### src/hsb_pkg.sv
// hsb_pkg: constants shared by the host-side serial bus controller.
// assumes a 100 MHz system clock; the settle count derives from it and the half period is set for it.
package hsb_pkg;

  // system clock rate
  localparam int CLK_MHZ = 100;

  // serial clock half period in system cycles (5 MHz link)
  localparam int HALF_CYC = 10;

  // least wait after a write before the device has consumed it
  localparam int WR_SETTLE_US = 250;
  localparam int WR_SETTLE_CYC = WR_SETTLE_US * CLK_MHZ;

  // address values of the device register map
  localparam logic [7:0] ADR_GEN_RESET = 8'h01;
  localparam logic [7:0] ADR_CSUM_A_FIRST = 8'ha9;
  localparam logic [7:0] ADR_CSUM_A_SECOND = 8'haa;
  localparam logic [7:0] ADR_CSUM_B_FIRST = 8'hb8;
  localparam logic [7:0] ADR_CSUM_B_SECOND = 8'hb9;
  localparam logic [7:0] ADR_PROD_ID = 8'hc5;
  localparam logic [7:0] ADR_PROG_WORD = 8'hc8;
  localparam logic [7:0] ADR_IMG_VERSION = 8'hc9;

  // failed activation marker left in the first checksum register
  localparam logic [15:0] ACT_FAIL_CODE = 16'hdead;

  // boot-select codes as {high pin, low pin}
  localparam logic [1:0] BOOT_HOST = 2'h3;
  localparam logic [1:0] BOOT_RSVD = 2'h2;
  localparam logic [1:0] BOOT_MEM = 2'h1;
  localparam logic [1:0] BOOT_NONE = 2'h0;

  // values after reset
  localparam logic [1:0] BOOT_RST = BOOT_NONE;
  localparam logic [7:0] BYTE_RST = 8'h00;

  // transaction sequencer states
  typedef enum logic [2:0] {
    HSB_IDLE,
    HSB_SETUP,
    HSB_ADDR,
    HSB_WAITD,
    HSB_DATA,
    HSB_HOLD,
    HSB_GAP,
    HSB_SETTLE
  } hsb_state_t;

endpackage

### src/hsb_host_ctrl.sv
// hsb_host_ctrl: host controller for the modem's serial command bus
// and its boot-select straps.
// assumes the device samples the command line on rising sclk and drives
// reply bits valid during the high phase; the reply pin is asynchronous.
`timescale 1ns/1ps
module hsb_host_ctrl
  import hsb_pkg::*;
#(
  parameter int HALF = HALF_CYC,
  parameter int SETTLE_CYCLES = WR_SETTLE_CYC,
  parameter int NB_W = 3
)
(
  // clock and reset
  input wire logic clk,
  input wire logic rst_b,

  // transfer request
  input wire logic cmd_valid,
  output logic cmd_ready,
  input wire logic [7:0] cmd_addr,
  input wire logic cmd_write,
  input wire logic [NB_W-1:0] cmd_nbytes,

  // write data stream
  input wire logic wr_valid,
  input wire logic [7:0] wr_data,
  output logic wr_ready,

  // read data stream
  output logic rd_valid,
  output logic [7:0] rd_data,
  output logic xfer_done,

  // boot-select control
  input wire logic [1:0] boot_mode,
  input wire logic boot_lock,

  // device pins
  output logic host_select_n,
  output logic sclk,
  output logic cmd_line,
  input wire logic reply_line,
  output logic boot_select_high_pin,
  output logic boot_select_low_pin
);

  hsb_state_t state_r;
  logic [15:0] wait_r;
  logic [31:0] settle_r;
  logic [NB_W-1:0] left_r;
  logic [7:0] addr_r;
  logic [7:0] txb_r;
  logic write_r;
  logic eng_start_r;
  logic eng_busy;
  logic eng_done;
  logic [7:0] eng_rx;
  logic reply_s1_r;
  logic reply_s2_r;

  // reply pin comes from the device's domain: two stages before use
  always_ff @(posedge clk or negedge rst_b)
  begin
    if (!rst_b)
    begin
      reply_s1_r <= 1'b0;
      reply_s2_r <= 1'b0;
    end
    else
    begin
      reply_s1_r <= reply_line;
      reply_s2_r <= reply_s1_r;
    end
  end

  // bit engine owns the serial clock and command line
  hsb_byte_engine #(
    .HALF(HALF)
  ) u_eng (
    .clk(clk),
    .rst_b(rst_b),
    .start(eng_start_r),
    .tx_byte(txb_r),
    .busy(eng_busy),
    .done(eng_done),
    .rx_byte(eng_rx),
    .reply_sync(reply_s2_r),
    .sclk(sclk),
    .cmd_line(cmd_line)
  );

  // transaction sequencer
  always_ff @(posedge clk or negedge rst_b)
  begin
    if (!rst_b)
    begin
      state_r <= HSB_IDLE;
      wait_r <= '0;
      left_r <= '0;
      addr_r <= BYTE_RST;
      txb_r <= BYTE_RST;
      write_r <= 1'b0;
      eng_start_r <= 1'b0;
    end
    else
    begin
      eng_start_r <= 1'b0;
      case (state_r)
        HSB_IDLE:
        begin
          if (cmd_valid)
          begin
            addr_r <= cmd_addr;
            txb_r <= cmd_addr;
            write_r <= cmd_write;
            left_r <= cmd_nbytes;
            wait_r <= '0;
            state_r <= HSB_SETUP;
          end
        end
        // select falls a whole serial clock period (two half periods) before the first edge
        HSB_SETUP:
        begin
          if (wait_r == 16'(HALF - 1))
          begin
            eng_start_r <= 1'b1;
            state_r <= HSB_ADDR;
          end
          else
            wait_r <= wait_r + 16'h1;
        end
        HSB_ADDR:
        begin
          if (eng_done)
          begin
            if (left_r == '0)
              state_r <= HSB_HOLD;
            else if (write_r)
              state_r <= HSB_WAITD;
            else
            begin
              txb_r <= BYTE_RST;
              eng_start_r <= 1'b1;
              state_r <= HSB_DATA;
            end
            wait_r <= '0;
          end
        end
        // a gap between bytes is legal, so the stream may stall
        HSB_WAITD:
        begin
          if (wr_valid)
          begin
            txb_r <= wr_data;
            eng_start_r <= 1'b1;
            state_r <= HSB_DATA;
          end
        end
        HSB_DATA:
        begin
          if (eng_done)
          begin
            wait_r <= '0;
            if (left_r == NB_W'(1))
              state_r <= HSB_HOLD;
            else if (write_r)
              state_r <= HSB_WAITD;
            else
            begin
              txb_r <= BYTE_RST;
              eng_start_r <= 1'b1;
            end
            left_r <= left_r - NB_W'(1);
          end
        end
        // hold select after the last falling edge
        HSB_HOLD:
        begin
          if (wait_r == 16'(HALF - 1))
          begin
            wait_r <= '0;
            state_r <= HSB_GAP;
          end
          else
            wait_r <= wait_r + 16'h1;
        end
        // select high between transfers
        HSB_GAP:
        begin
          if (wait_r == 16'(HALF - 1))
            state_r <= write_r ? HSB_SETTLE : HSB_IDLE;
          else
            wait_r <= wait_r + 16'h1;
        end
        // the device may still be reading the last write
        HSB_SETTLE:
        begin
          if (settle_r == 32'(SETTLE_CYCLES - 1))
            state_r <= HSB_IDLE;
        end
        default: state_r <= HSB_IDLE;
      endcase
    end
  end

  // settle timer runs only in its state
  always_ff @(posedge clk or negedge rst_b)
  begin
    if (!rst_b)
      settle_r <= '0;
    else if (state_r == HSB_SETTLE)
      settle_r <= settle_r + 32'h1;
    else
      settle_r <= '0;
  end

  // select pin: low from setup through hold
  always_ff @(posedge clk or negedge rst_b)
  begin
    if (!rst_b)
      host_select_n <= 1'b1;
    else
      host_select_n <= !(state_r inside {HSB_SETUP, HSB_ADDR, HSB_WAITD, HSB_DATA, HSB_HOLD});
  end

  // user handshakes; all registered single-cycle pulses
  always_ff @(posedge clk or negedge rst_b)
  begin
    if (!rst_b)
    begin
      cmd_ready <= 1'b0;
      wr_ready <= 1'b0;
      rd_valid <= 1'b0;
      rd_data <= BYTE_RST;
      xfer_done <= 1'b0;
    end
    else
    begin
      cmd_ready <= (state_r == HSB_IDLE) && cmd_valid;
      wr_ready <= (state_r == HSB_WAITD) && wr_valid;
      rd_valid <= (state_r == HSB_DATA) && eng_done && !write_r;
      if ((state_r == HSB_DATA) && eng_done && !write_r)
        rd_data <= eng_rx;
      xfer_done <= (state_r == HSB_GAP) && (wait_r == 16'(HALF - 1));
    end
  end

  // boot straps; reserved code refused, frozen while loading runs
  always_ff @(posedge clk or negedge rst_b)
  begin
    if (!rst_b)
    begin
      boot_select_high_pin <= BOOT_RST[1];
      boot_select_low_pin <= BOOT_RST[0];
    end
    else if (!boot_lock && boot_mode != BOOT_RSVD)
    begin
      boot_select_high_pin <= boot_mode[1];
      boot_select_low_pin <= boot_mode[0];
    end
  end
endmodule // hsb_host_ctrl

### src/hsb_byte_engine.sv
// hsb_byte_engine: shifts one byte out and one byte in on the serial link.
// assumes the reply input is already synchronised to clk.
`timescale 1ns/1ps
module hsb_byte_engine
  import hsb_pkg::*;
#(
  parameter int HALF = HALF_CYC
)
(
  // clock and reset
  input wire logic clk,
  input wire logic rst_b,
  // byte request
  input wire logic start,
  input wire logic [7:0] tx_byte,
  output logic busy,
  output logic done,
  output logic [7:0] rx_byte,
  // link side
  input wire logic reply_sync,
  output logic sclk,
  output logic cmd_line
);

  logic [15:0] cnt_r;
  logic [2:0] bit_r;
  logic [7:0] sh_r;

  assign rx_byte = sh_r;

  // divider and shifter; clock idles low, data changes on the fall
  always_ff @(posedge clk or negedge rst_b)
  begin
    if (!rst_b)
    begin
      busy <= 1'b0;
      done <= 1'b0;
      sclk <= 1'b0;
      cmd_line <= 1'b0;
      cnt_r <= '0;
      bit_r <= '0;
      sh_r <= BYTE_RST;
    end
    else
    begin
      done <= 1'b0;
      if (start && !busy)
      begin
        busy <= 1'b1;
        sh_r <= tx_byte;
        cmd_line <= tx_byte[7];
        cnt_r <= '0;
        bit_r <= '0;
      end
      else if (busy)
      begin
        if (cnt_r == 16'(HALF - 1))
        begin
          cnt_r <= '0;
          if (!sclk)
            sclk <= 1'b1;
          else
          begin
            // reply sampled at the end of the high phase
            sclk <= 1'b0;
            sh_r <= {sh_r[6:0], reply_sync};
            bit_r <= bit_r + 3'h1;
            if (bit_r == 3'h7)
            begin
              busy <= 1'b0;
              done <= 1'b1;
              cmd_line <= 1'b0;
            end
            else
              cmd_line <= sh_r[6];
          end
        end
        else
          cnt_r <= cnt_r + 16'h1;
      end
    end
  end

endmodule // hsb_byte_engine

### config.mk
export PLATFORM = sky130hd
export DESIGN_NAME = hsb_host_ctrl
export DESIGN_NICKNAME = d
export VERILOG_FILES = /design/src/hsb_pkg.sv /design/src/hsb_host_ctrl.sv /design/src/hsb_byte_engine.sv
export SDC_FILE = /design/constraint.sdc
export NUM_CORES = 1
export LEC_CHECK = 0
export ABC_AREA = 1
export BUFFER_PORTS_ARGS = -buffer_cell sky130_fd_sc_hd__buf_2
export CAP_MARGIN = 20
export CORE_UTILIZATION = 48
export CTS_CLUSTER_DIAMETER = 60
export DETAILED_ROUTE_END_ITERATION = 6
export PLACE_DENSITY_LB_ADDON = 0.15
export SLEW_MARGIN = 20
export SYNTH_ARGS = -nofsm -noshare
export SYNTH_HDL_FRONTEND = slang
export SYNTH_SLANG_ARGS = --single-unit
### constraint.sdc
create_clock -name clk -period 2.2 [get_ports clk]
set_input_delay 0.11 -clock clk [delete_from_list [all_inputs] [get_ports clk]]
set_output_delay 0.11 -clock clk [all_outputs]
set_load 0.005 [all_outputs]
==> load_flow_metrics.sql, run 1 <==
INSERT INTO impl_metrics (metric_group, metric, value, unit) VALUES
('cts', 'cts_max_path_buffers', '2', ''),
('routing', 'count_of_routing_violations_after_the_opening_detailed_route_iteration', '339', ''),
('grt', 'grt_start_max_net_pins', '80', ''),
('setup_path', 'worstPathCellList', 'ha_1, nand2_1, inv_1, nand2_1, nor2_1, nand2_1, nand2_1, nand2_1, nor2_1, nand2_1, nand2_1, nand2_1', ''),
('grt', 'groute.layer.met2.usage', '0.383', ''),
('grt', 'most_crowded_layer_after_global_routing', 'met2', ''),
('place', 'pre_cts_slack', '0.381', 'ns'),
('cts', 'clk-insertion-delay-late', '0.36', 'ns'),
('hold_path', 'hold_path.class', 'input port to flop', ''),
('cts', 'cts_setup_buffers', '0', ''),
('power', 'netSwitchingFraction', '0.347', ''),
('setup_path', 'critical_path.most_common_cell', 'sky130_fd_sc_hd__nand2_1', ''),
('synth', 'post_synth_instance_area', '6260', 'sq um'),
('final_layout', 'flow.area_growth_from_synthesis', '12.5', '%'),
('setup_path', 'cp.buffers_inverters', '1', ''),
('power', 'seqPwrFrac', '0.442', ''),
('final_layout', 'layout_commonest_cell', 'sky130_fd_sc_hd__nand2_1', ''),
('timing', 'rsz0062_at_grt', 'false', ''),
('routing', 'detailedRoute.firstPassIterationCount', '6', ''),
('cts', 'tritoncts', 'built', ''),
('grt', 'use_met1', '0.270', ''),
('timing', 'max_freq', '544', 'MHz'),
('routing', 'remaining_number_of_nets_flagged_by_the_antenna_check_after_routing', '0', ''),
('grt', 'grt_overflow_total', '0', ''),
('setup_path', 'critPathCaptureType', 'flop', ''),
('timing', 'setup_viol_count_final', '0', ''),
('flow_run', 'max_cap_violations', '0', ''),
('setup_path', 'worst_r2r_path_depth', '12', ''),
('final_layout', 'antenna_cells_inserted', '0', ''),
('setup_path', 'setup.worst_path.class', 'flop to flop', ''),
('final_layout', 'layout.nets', '947', ''),
('hold_path', 'hold_path_end', 'wr_ready$_DFF_PN0_', ''),
('die', 'start_util', '0.494', ''),
('die', 'core-area', '12700', 'sq um'),
('timing', 'fin_worst_skew', '0.00688', 'ns'),
('setup_path', 'r2r_setup_slack', '0.36', 'ns'),
('routing', 'remaining_drc_errors', '0', ''),
('synth', 'avgSynthCellArea', '7.34', 'sq um'),
('timing', 'max_slew_margin', '0.603', ''),
('synth', 'yosys-top-cells-area', 'sky130_fd_sc_hd__dfrtp_1 44%, sky130_fd_sc_hd__nand2_1 16%, sky130_fd_sc_hd__nand3_1 6.3%', ''),
('grt', 'grt_use_total', '0.220', ''),
('final_layout', 'fraction_of_layout_cells_with_a_size_suffix_above_1', '0.102', ''),
('synth', 'synth.ff_latch_count', '112', ''),
('cts', 'cts-buffers-inserted', '9', ''),
('synth', 'postSynthNetCount', '891', ''),
('setup_path', 'timing.rr.end', 'state_r[1]$_DFFE_PN0P_', ''),
('timing', 'timing.final.hold_violations', '0', ''),
('hold_path', 'timing.hold.worst_path_depth', '3', ''),
('die', 'die_width', '116', 'um'),
('grt', 'first_global_vias', '5243', ''),
('power', 'cell_internal_pwr', '3.60', 'mW'),
('final_layout', 'fillers', '1223', ''),
('cts', 'clkSlewWorstSetupHoldPaths', '0.08', 'ns'),
('setup_path', 'crit_required', '2.44', 'ns'),
('final_layout', 'finalNonFillerCells', '1085', ''),
('cts', 'cts_repair_resize_count', '0', ''),
('timing', 'fin_crit_sh', '0.836', ''),
('routing', 'vias', '5641', ''),
('setup_path', 'worst_r2r_startpoint', 'wait_r[0]$_DFFE_PN0P_', ''),
('power', 'comb_power_share', '0.259', ''),
('grt', 'globalRouteMet3Util', '0.0389', ''),
('final_layout', 'final_cell_mix', '264 x sky130_fd_sc_hd__nand2_1, 111 x sky130_fd_sc_hd__dfrtp_1, 98 x sky130_fd_sc_hd__nor2_1', ''),
('setup_path', 'worst_path_max_delay_cell', 'sky130_fd_sc_hd__dfrtp_1', ''),
('synth', 'post_synth_num_cell_types', '39', ''),
('timing', 'fin_tns_setup', '0', 'ns'),
('status', 'outcome', 'finished, final reports clean', ''),
('place', 'number_of_placed_instances_with_taps_included', '1065', ''),
('power', 'power_density', '783', 'nW/um^2'),
('synth', 'synth_area_leader_cell', 'sky130_fd_sc_hd__dfrtp_1', ''),
('power', 'clockPowerShare', '0.298', ''),
('cts', 'cts_sinks', '112', '');
power by group through the flow:
| stage | combinational, mW | clock [mW] | sequential (mW) |
|---|---|---|---|
| after floorplan | 1.12 | 0 | 2.40 |
| after global placement | 1.39 | 0 | 2.47 |
| after detailed placement | 1.42 | 0 | 2.47 |
| after CTS | 1.44 | 1.70 | 2.43 |
| after global routing | 1.64 | 1.78 | 2.47 |
| final | 1.43 | 1.65 | 2.44 |
cell usage after synthesis, drive strengths merged:
cell and count:
a211oi 1, nand3 79, dfrtp 111, a21oi 19, nor3b 1, nor3 26
clkinv 1, ha 10, clkbuf 2, or2 2, o21ai 56, o21bai 1
xnor2 2, mux2 8, o22ai 5, nand4 21, buf 9, a31oi 2
a22oi 1, nand2 266, xor2 11, nand3b 1, nor2 104, o211ai 12
inv 99, o22a 1, dfstp 1, o21a 1
sequential cells by signal, summed over array words and instances (netlist names), 3 cells and up:
signal         flops
settle_r          32
u_eng.cnt_r       16
wait_r            16
rd_data            8
txb_r              8
u_eng.rx_byte      8
left_r             3
state_r            3
u_eng.bit_r        3
layer usage:
layer | wire, um | share of wire
met5 | 0 | 0
met4 | 272 | 0.020
met3 | 460 | 0.033
met2 | 6640 | 0.48
met1 | 6360 | 0.46
how the worst max path moves through the flow:
stage	start	end	cells after the start
after floorplan	state_r[1]$_DFFE_PN0P_	rd_data[0]$_DFFE_PN0P_	5
after global placement	state_r[0]$_DFFE_PN0P_	wait_r[12]$_DFFE_PN0P_	5
after detailed placement	u_eng.cnt_r[1]$_DFFE_PN0P_	u_eng.bit_r[0]$_DFFE_PN0P_	9
after CTS	u_eng.cnt_r[1]$_DFFE_PN0P_	u_eng.bit_r[0]$_DFFE_PN0P_	9
after global routing	wait_r[1]$_DFFE_PN0P_	state_r[0]$_DFFE_PN0P_	13
final	wait_r[0]$_DFFE_PN0P_	state_r[1]$_DFFE_PN0P_	12
area by class of cell:
type	count	area (sq um)	share of cell area
repair buffers	56	338	0.0479
clock inverters	5	65.1	0.00923
multi-input cells	630	3020	0.429
inverters	100	375	0.0533
well taps	172	215	0.0305
flip-flops and latches	112	2800	0.398
clock buffers	10	229	0.0325
stage by stage:
step,hold WS (ns),util,cell area (sq um),power [mW]
2_1_floorplan,-0.186,-,6260,3.52
3_3_place_gp,0.172,0.529,6700,3.85
3_5_place_dp,0.180,0.529,6700,3.90
4_1_cts,0.00945,0.556,7050,5.57
5_1_grt,0.0337,0.556,7050,5.89
6_report,0.0277,0.556,7050,5.52
tightest hold or removal path: stages:
cell and delay (ns):
sky130_fd_sc_hd__buf_2 0.10, sky130_fd_sc_hd__inv_1 0.07, sky130_fd_sc_hd__nor2_1 0.06
logic make-up (layout without fill, tap and decap cells):
group           count (synthesis)  in the layout  synth area share
simple gates                  500            500             0.340
fa+ha+maj                      10             10            0.0200
buf+inv                       111            171            0.0699
xor+xnor                       13             13            0.0182
flops                         112            112             0.448
compound gates                 99             99            0.0893
mux                             8              8            0.0144
Power figures use the tool's default switching activity.
==> run 2: changes to the inputs <==
clock period = 1.69 ns   (was 2.2 ns; I/O delays follow)
==> load_flow_metrics.sql, run 2 (same netlist as run 1, synthesis figures left out) <==
INSERT INTO impl_metrics (metric_group, metric, value, unit) VALUES
('final_layout', 'layout.nets', '990', ''),
('final_layout', 'final_cell_mix', '248 x sky130_fd_sc_hd__nand2_1, 105 x sky130_fd_sc_hd__dfrtp_1, 92 x sky130_fd_sc_hd__inv_1', ''),
('place', 'gpl.final_weighted_congestion', '0.896', ''),
('power', 'power_density', '1030', 'nW/um^2'),
('setup_path', 'worst-path-max-fanout', '5', ''),
('final_layout', 'util_after_layout', '0.598', ''),
('setup_path', 'worst_r2r_path_depth', '13', ''),
('die', 'die_height', '116', 'um'),
('setup_path', 'crit_required', '1.99', 'ns'),
('timing', 'fin_worst_skew', '0.0105', 'ns'),
('place', 'dp_hpwl', '10900', 'um'),
('routing', 'remaining_drc_errors', '0', ''),
('cts', 'tritoncts', 'built', ''),
('place', 'number_of_placed_instances_with_taps_included', '1096', ''),
('setup_path', 'r2r_setup_slack', '0.04', 'ns'),
('status', 'outcome', 'finished, final reports clean', ''),
('die', 'core-area', '12700', 'sq um'),
('die', 'die_width', '116', 'um'),
('power', 'power_leakage', '3.71', 'nW'),
('timing', 'worst-slew-pin-transition', '0.500', 'ns'),
('hold_path', 'timing.hold.worst_path_depth', '3', ''),
('final_layout', 'largest_register_ff_count', '32', ''),
('final_layout', 'flow.area_growth_from_synthesis', '21.0', '%'),
('final_layout', 'layout_commonest_cell', 'sky130_fd_sc_hd__nand2_1', ''),
('flow_run', 'max_cap_violations', '0', ''),
('die', 'start_util', '0.494', ''),
('routing', 'count_of_routing_violations_after_the_opening_detailed_route_iteration', '407', ''),
('routing', 'detailedRoute.firstPassIterationCount', '5', ''),
('setup_path', 'timing.rr.end', 'state_r[0]$_DFFE_PN0P_', ''),
('cts', 'cts-buffers-inserted', '9', ''),
('hold_path', 'hold_path.class', 'input port to flop', ''),
('place', 'numPortBuffers', '44', ''),
('grt', 'grt_overflow_total', '0', ''),
('timing', 'fin_crit_sh', '0.974', ''),
('final_layout', 'finalNonFillerCells', '1129', ''),
('place', 'pre_cts_slack', '-0.00821', 'ns'),
('routing', 'vias', '5889', ''),
('timing', 'rsz0062_at_grt', 'true', ''),
('grt', 'grt_use_total', '0.233', ''),
('power', 'worst_ir_drop_vdd', '0.642', 'mV'),
('final_layout', 'top_register', 'settle_r', ''),
('cts', 'cts_max_path_buffers', '2', ''),
('setup_path', 'worst_r2r_startpoint', 'wait_r[1]$_DFFE_PN0P_', ''),
('timing', 'max_slew_margin', '0.666', ''),
('cts', 'root_buffer', 'sky130_fd_sc_hd__clkbuf_16', ''),
('setup_path', 'arrival_time_worst_endpoint', '1.94', 'ns'),
('routing', 'routed_wl', '15000', 'um'),
('die', 'top_level_ports', '45', ''),
('cts', 'clk-insertion-delay-late', '0.37', 'ns'),
('final_layout', 'fraction_of_layout_cells_with_a_size_suffix_above_1', '0.186', ''),
('timing', 'final_max_slew_viol_count', '0', ''),
('grt', 'grt_start_max_net_pins', '51', ''),
('timing', 'final_critical_path_setup_slack', '0.0445', 'ns'),
('hold_path', 'hold_path_end', 'left_r[1]$_DFFE_PN0P_', ''),
('final_layout', 'top_regs', 'settle_r x32, u_eng.cnt_r x16, wait_r x16', ''),
('setup_path', 'critPathCaptureType', 'flop', ''),
('timing', 'fin_tns_setup', '0', 'ns'),
('setup_path', 'setup.worst_path.class', 'flop to flop', ''),
('hold_path', 'hold_path_startpoint', 'cmd_nbytes[1]', ''),
('routing', 'avgViaCountPerCell', '5.22', ''),
('die', 'floorplan.die_area', '13500', 'sq um'),
('grt', 'grt_pass1_wl', '24800', 'um'),
('routing', 'remaining_number_of_nets_flagged_by_the_antenna_check_after_routing', '0', ''),
('timing', 'max_freq', '608', 'MHz'),
('cts', 'cts_htree_levels', '3', ''),
('timing', 'fin_worst_hold_slack', '0.0126', 'ns'),
('timing', 'timing.final.hold_violations', '0', ''),
('die', 'row_count', '41', ''),
('grt', 'antenna_found_initial', '0', ''),
('setup_path', 'setup.worst_path.start_class', 'flop', ''),
('grt', 'first_global_vias', '5551', ''),
('timing', 'setup_viol_count_final', '0', ''),
('timing', 'finalCriticalPeriod', '1.65', 'ns'),
('cts', 'clkSlewWorstSetupHoldPaths', '0.08', 'ns'),
('routing', 'routedWlPerCell', '13.2', 'um'),
('final_layout', 'antenna_cells_inserted', '0', ''),
('cts', 'cts_sinks', '112', '');
[run 2: critical path, stage by stage (launching register included)]
cell	delay (ns)
sky130_fd_sc_hd__dfrtp_2	0.46
sky130_fd_sc_hd__inv_2	0.09
sky130_fd_sc_hd__ha_4	0.13
sky130_fd_sc_hd__nand2_2	0.05
sky130_fd_sc_hd__inv_2	0.06
sky130_fd_sc_hd__nand2_2	0.04
sky130_fd_sc_hd__nor2_2	0.11
sky130_fd_sc_hd__nand2_2	0.10
sky130_fd_sc_hd__nand2_2	0.11
sky130_fd_sc_hd__nand2_2	0.06
sky130_fd_sc_hd__nor2_4	0.14
sky130_fd_sc_hd__buf_4	0.12
sky130_fd_sc_hd__nand3_1	0.05
sky130_fd_sc_hd__nand2_1	0.07
[run 2: area by class of cell]
type	count	area [sq um]
Timing Repair Buffer	99	699
Clock buffer	10	229
Clock inverter	6	51.3
Fill cell	1168	5090
Sequential cell	112	2810
Inverter	100	379
Multi-Input combinational cell	630	3190
Tap cell	172	215
[run 2: power breakdown]
| part | switching [mW] | internal, mW |
|---|---|---|
| registers | 0.246 | 2.95 |
| logic | 1.53 | 1.00 |
| clock network | 1.04 | 1.03 |
[run 2: repair_timing]
item                                    CTS  global route
pin swaps                                 1             8
endpoints found under the hold margin    48             0
hold buffers                              6             0
buffers inserted                          1            10
gates resized for setup                   3            56
endpoints found under the setup margin   19            51
[run 2: layer usage]
metal | routed length (um) | vias to the layer above | track usage
met5 | 0 | - | 0
met4 | 178 | 0 | 0.0726
met3 | 400 | 16 | 0.0493
met2 | 7520 | 98 | 0.394
met1 | 6860 | 2814 | 0.299
li1 | - | 2961 | -
[run 2: metrics by stage]
| stage | area (sq um) | power (mW) |
|---|---|---|
| 2_1_floorplan | 6260 | 4.58 |
| 4_1_cts | 7310 | 7.35 |
| 3_5_place_dp | 6960 | 5.20 |
| 3_3_place_gp | 6960 | 5.15 |
| 5_1_grt | 7580 | 8.27 |
| 6_report | 7580 | 7.80 |
[run 2: how the worst max path moves through the flow]
| stage | startpoint | endpoint | slack, ns | depth (start not counted) |
|---|---|---|---|---|
| CTS | state_r[2]$_DFFE_PN0P_ | txb_r[1]$_DFFE_PN0P_ | 0.01 | 9 |
| detailed placement | wait_r[1]$_DFFE_PN0P_ | state_r[2]$_DFFE_PN0P_ | -0.008 | 13 |
| finish | wait_r[1]$_DFFE_PN0P_ | state_r[0]$_DFFE_PN0P_ | 0.04 | 13 |
| global placement | state_r[0]$_DFFE_PN0P_ | wait_r[14]$_DFFE_PN0P_ | 0.05 | 8 |
| floorplan | state_r[1]$_DFFE_PN0P_ | rd_data[0]$_DFFE_PN0P_ | 0.16 | 5 |
| global route | wait_r[1]$_DFFE_PN0P_ | state_r[1]$_DFFE_PN0P_ | -0.05 | 13 |
==> run 3: changes to the inputs <==
CTS_BUF_LIST = sky130_fd_sc_hd__clkbuf_16   (was default)
==> load_flow_metrics.sql, run 3 (same netlist as run 1, synthesis figures left out) <==
INSERT INTO impl_metrics (metric_group, metric, value, unit) VALUES
('timing', 'rsz0062_at_grt', 'true', ''),
('timing', 'fin_tns_setup', '0', 'ns'),
('status', 'outcome', 'finished, final reports clean', ''),
('final_layout', 'final_cell_mix', '248 x sky130_fd_sc_hd__nand2_1, 105 x sky130_fd_sc_hd__dfrtp_1, 93 x sky130_fd_sc_hd__inv_1', ''),
('die', 'die_width', '116', 'um'),
('cts', 'cts_htree_levels', '3', ''),
('place', 'gpl.final_weighted_congestion', '0.896', ''),
('setup_path', 'setup.worst_path.class', 'flop to flop', ''),
('die', 'floorplan.die_area', '13500', 'sq um'),
('cts', 'clkSlewWorstSetupHoldPaths', '0.08', 'ns'),
('die', 'row_count', '41', ''),
('routing', 'remaining_number_of_nets_flagged_by_the_antenna_check_after_routing', '0', ''),
('timing', 'max_freq', '608', 'MHz'),
('cts', 'cts-buffers-inserted', '9', ''),
('final_layout', 'largest_register_ff_count', '32', ''),
('routing', 'remaining_drc_errors', '0', ''),
('die', 'die_height', '116', 'um'),
('timing', 'setup_viol_count_final', '0', ''),
('timing', 'fin_worst_skew', '0.0105', 'ns'),
('setup_path', 'crit_required', '1.99', 'ns'),
('routing', 'routed_wl', '15000', 'um'),
('place', 'numPortBuffers', '44', ''),
('die', 'top_level_ports', '45', ''),
('final_layout', 'layout.nets', '990', ''),
('hold_path', 'hold_path.class', 'input port to flop', ''),
('grt', 'grt_start_max_net_pins', '51', ''),
('cts', 'root_buffer', 'sky130_fd_sc_hd__clkbuf_16', ''),
('cts', 'cts_sinks', '112', ''),
('grt', 'grt_use_total', '0.233', ''),
('timing', 'fin_worst_hold_slack', '0.0126', 'ns'),
('final_layout', 'final_cell_area', '7580', 'sq um'),
('final_layout', 'layout_commonest_cell', 'sky130_fd_sc_hd__nand2_1', ''),
('power', 'power_leakage', '3.72', 'nW'),
('final_layout', 'antenna_cells_inserted', '0', ''),
('place', 'pre_cts_slack', '-0.00821', 'ns'),
('timing', 'max_slew_margin', '0.666', ''),
('timing', 'final_max_slew_viol_count', '0', ''),
('final_layout', 'fraction_of_layout_cells_with_a_size_suffix_above_1', '0.186', ''),
('final_layout', 'flow.area_growth_from_synthesis', '21.0', '%'),
('grt', 'antenna_found_initial', '0', ''),
('cts', 'tritoncts', 'built', ''),
('place', 'dp_hpwl', '10900', 'um'),
('routing', 'avgViaCountPerCell', '5.22', ''),
('grt', 'grt_pass1_wl', '24800', 'um'),
('place', 'place_area', '6960', 'sq um'),
('routing', 'detailedRoute.firstPassIterationCount', '5', ''),
('power', 'power_density', '1030', 'nW/um^2'),
('die', 'start_util', '0.494', ''),
('die', 'core-area', '12700', 'sq um'),
('final_layout', 'top_register', 'settle_r', ''),
('grt', 'first_global_vias', '5551', ''),
('setup_path', 'arrival_time_worst_endpoint', '1.94', 'ns'),
('setup_path', 'setup.worst_path.start_class', 'flop', ''),
('timing', 'timing.final.hold_violations', '0', ''),
('routing', 'count_of_routing_violations_after_the_opening_detailed_route_iteration', '408', ''),
('grt', 'grt_overflow_total', '0', ''),
('routing', 'routedWlPerCell', '13.2', 'um'),
('timing', 'finalCriticalPeriod', '1.65', 'ns'),
('flow_run', 'max_cap_violations', '0', ''),
('timing', 'worst-slew-pin-transition', '0.500', 'ns'),
('timing', 'final_critical_path_setup_slack', '0.0445', 'ns'),
('power', 'overall_power_consumption', '7.79', 'mW'),
('final_layout', 'fillers', '1168', ''),
('setup_path', 'critPathCaptureType', 'flop', ''),
('final_layout', 'top_regs', 'settle_r x32, u_eng.cnt_r x16, wait_r x16', ''),
('cts', 'cts_max_path_buffers', '2', ''),
('power', 'worst_ir_drop_vdd', '0.642', 'mV'),
('cts', 'clk-insertion-delay-late', '0.37', 'ns'),
('setup_path', 'worst-path-max-fanout', '5', ''),
('routing', 'vias', '5889', ''),
('timing', 'fin_crit_sh', '0.974', '');
[run 3: cell count changes in the layout (fill, tap and decap cells not counted), sizes merged]
cell    change
inv         +1
clkbuf      -1
[run 3: stage by stage]
step	utilization	std cells
5_1_grt	0.598	1129
3_3_place_gp	0.549	1096
2_1_floorplan	-	853
3_5_place_dp	0.549	1096
6_report	0.598	1129
4_1_cts	0.577	1119
[run 3: report_power, final]
part / switching, mW / leakage (nW) / internal, mW / total, mW
registers: 0.246 / 1.50 / 2.95 / 3.19
logic: 1.53 / 2.07 / 1.00 / 2.54
clock network: 1.04 / 0.143 / 1.02 / 2.06
total: 2.82 / 3.72 / 4.97 / 7.79
[run 3: repair_timing]
| item | in CTS | in global routing |
|---|---|---|
| endpoints found under the hold margin | 48 | 0 |
| resized for setup | 3 | 56 |
| buffers inserted | 1 | 10 |
| setup endpoints to repair | 19 | 51 |
| pin swaps | 1 | 8 |
| hold buffers | 6 | 0 |
[run 3: final timing paths]
| path | start | endpoint | slack, ns | depth (start not counted) |
|---|---|---|---|---|
| worst min-delay path | cmd_nbytes[1] | left_r[1]$_DFFE_PN0P_ | 0.01 | 3 |
| worst max register to register | wait_r[1]$_DFFE_PN0P_ | state_r[0]$_DFFE_PN0P_ | 0.04 | 13 |
| worst max-delay path | wait_r[1]$_DFFE_PN0P_ | state_r[0]$_DFFE_PN0P_ | 0.04 | 13 |
| worst min register to register | reply_s1_r$_DFF_PN0_ | reply_s2_r$_DFF_PN0_ | 0.35 | 0 |
| max in group asynchronous | rst_b | host_select_n$_DFF_PN1_ | 0.87 | 3 |
| min in group asynchronous | rst_b | u_eng.cnt_r[6]$_DFFE_PN0P_ | 0.18 | 2 |
[run 3: routing by layer]
layer | vias to the layer above | GRT usage | wire [um]
li1 | 2961 | - | -
met1 | 2814 | 0.299 | 6860
met2 | 98 | 0.394 | 7520
met3 | 16 | 0.0493 | 400
met4 | 0 | 0.0726 | 178
met5 | - | 0 | 0
[run 3: cell type report]
cell class / instances / area, sq um / share of cell area
multi-input combinational: 630 / 3190 / 0.421
sequential: 112 / 2810 / 0.371
timing repair buffer: 99 / 699 / 0.0923
inverter: 100 / 379 / 0.0500
clock buffer: 9 / 225 / 0.0297
tap: 172 / 215 / 0.0284
clock inverter: 7 / 55.1 / 0.00727
[run 3: worst max-delay path, cell delays in order, from the launching register on]
cell and delay [ns]:
sky130_fd_sc_hd__dfrtp_2 0.46, sky130_fd_sc_hd__inv_2 0.09, sky130_fd_sc_hd__ha_4 0.13, sky130_fd_sc_hd__nand2_2 0.05
sky130_fd_sc_hd__inv_2 0.06, sky130_fd_sc_hd__nand2_2 0.04, sky130_fd_sc_hd__nor2_2 0.11, sky130_fd_sc_hd__nand2_2 0.10
sky130_fd_sc_hd__nand2_2 0.11, sky130_fd_sc_hd__nand2_2 0.06, sky130_fd_sc_hd__nor2_4 0.14, sky130_fd_sc_hd__buf_4 0.12
sky130_fd_sc_hd__nand3_1 0.05, sky130_fd_sc_hd__nand2_1 0.07
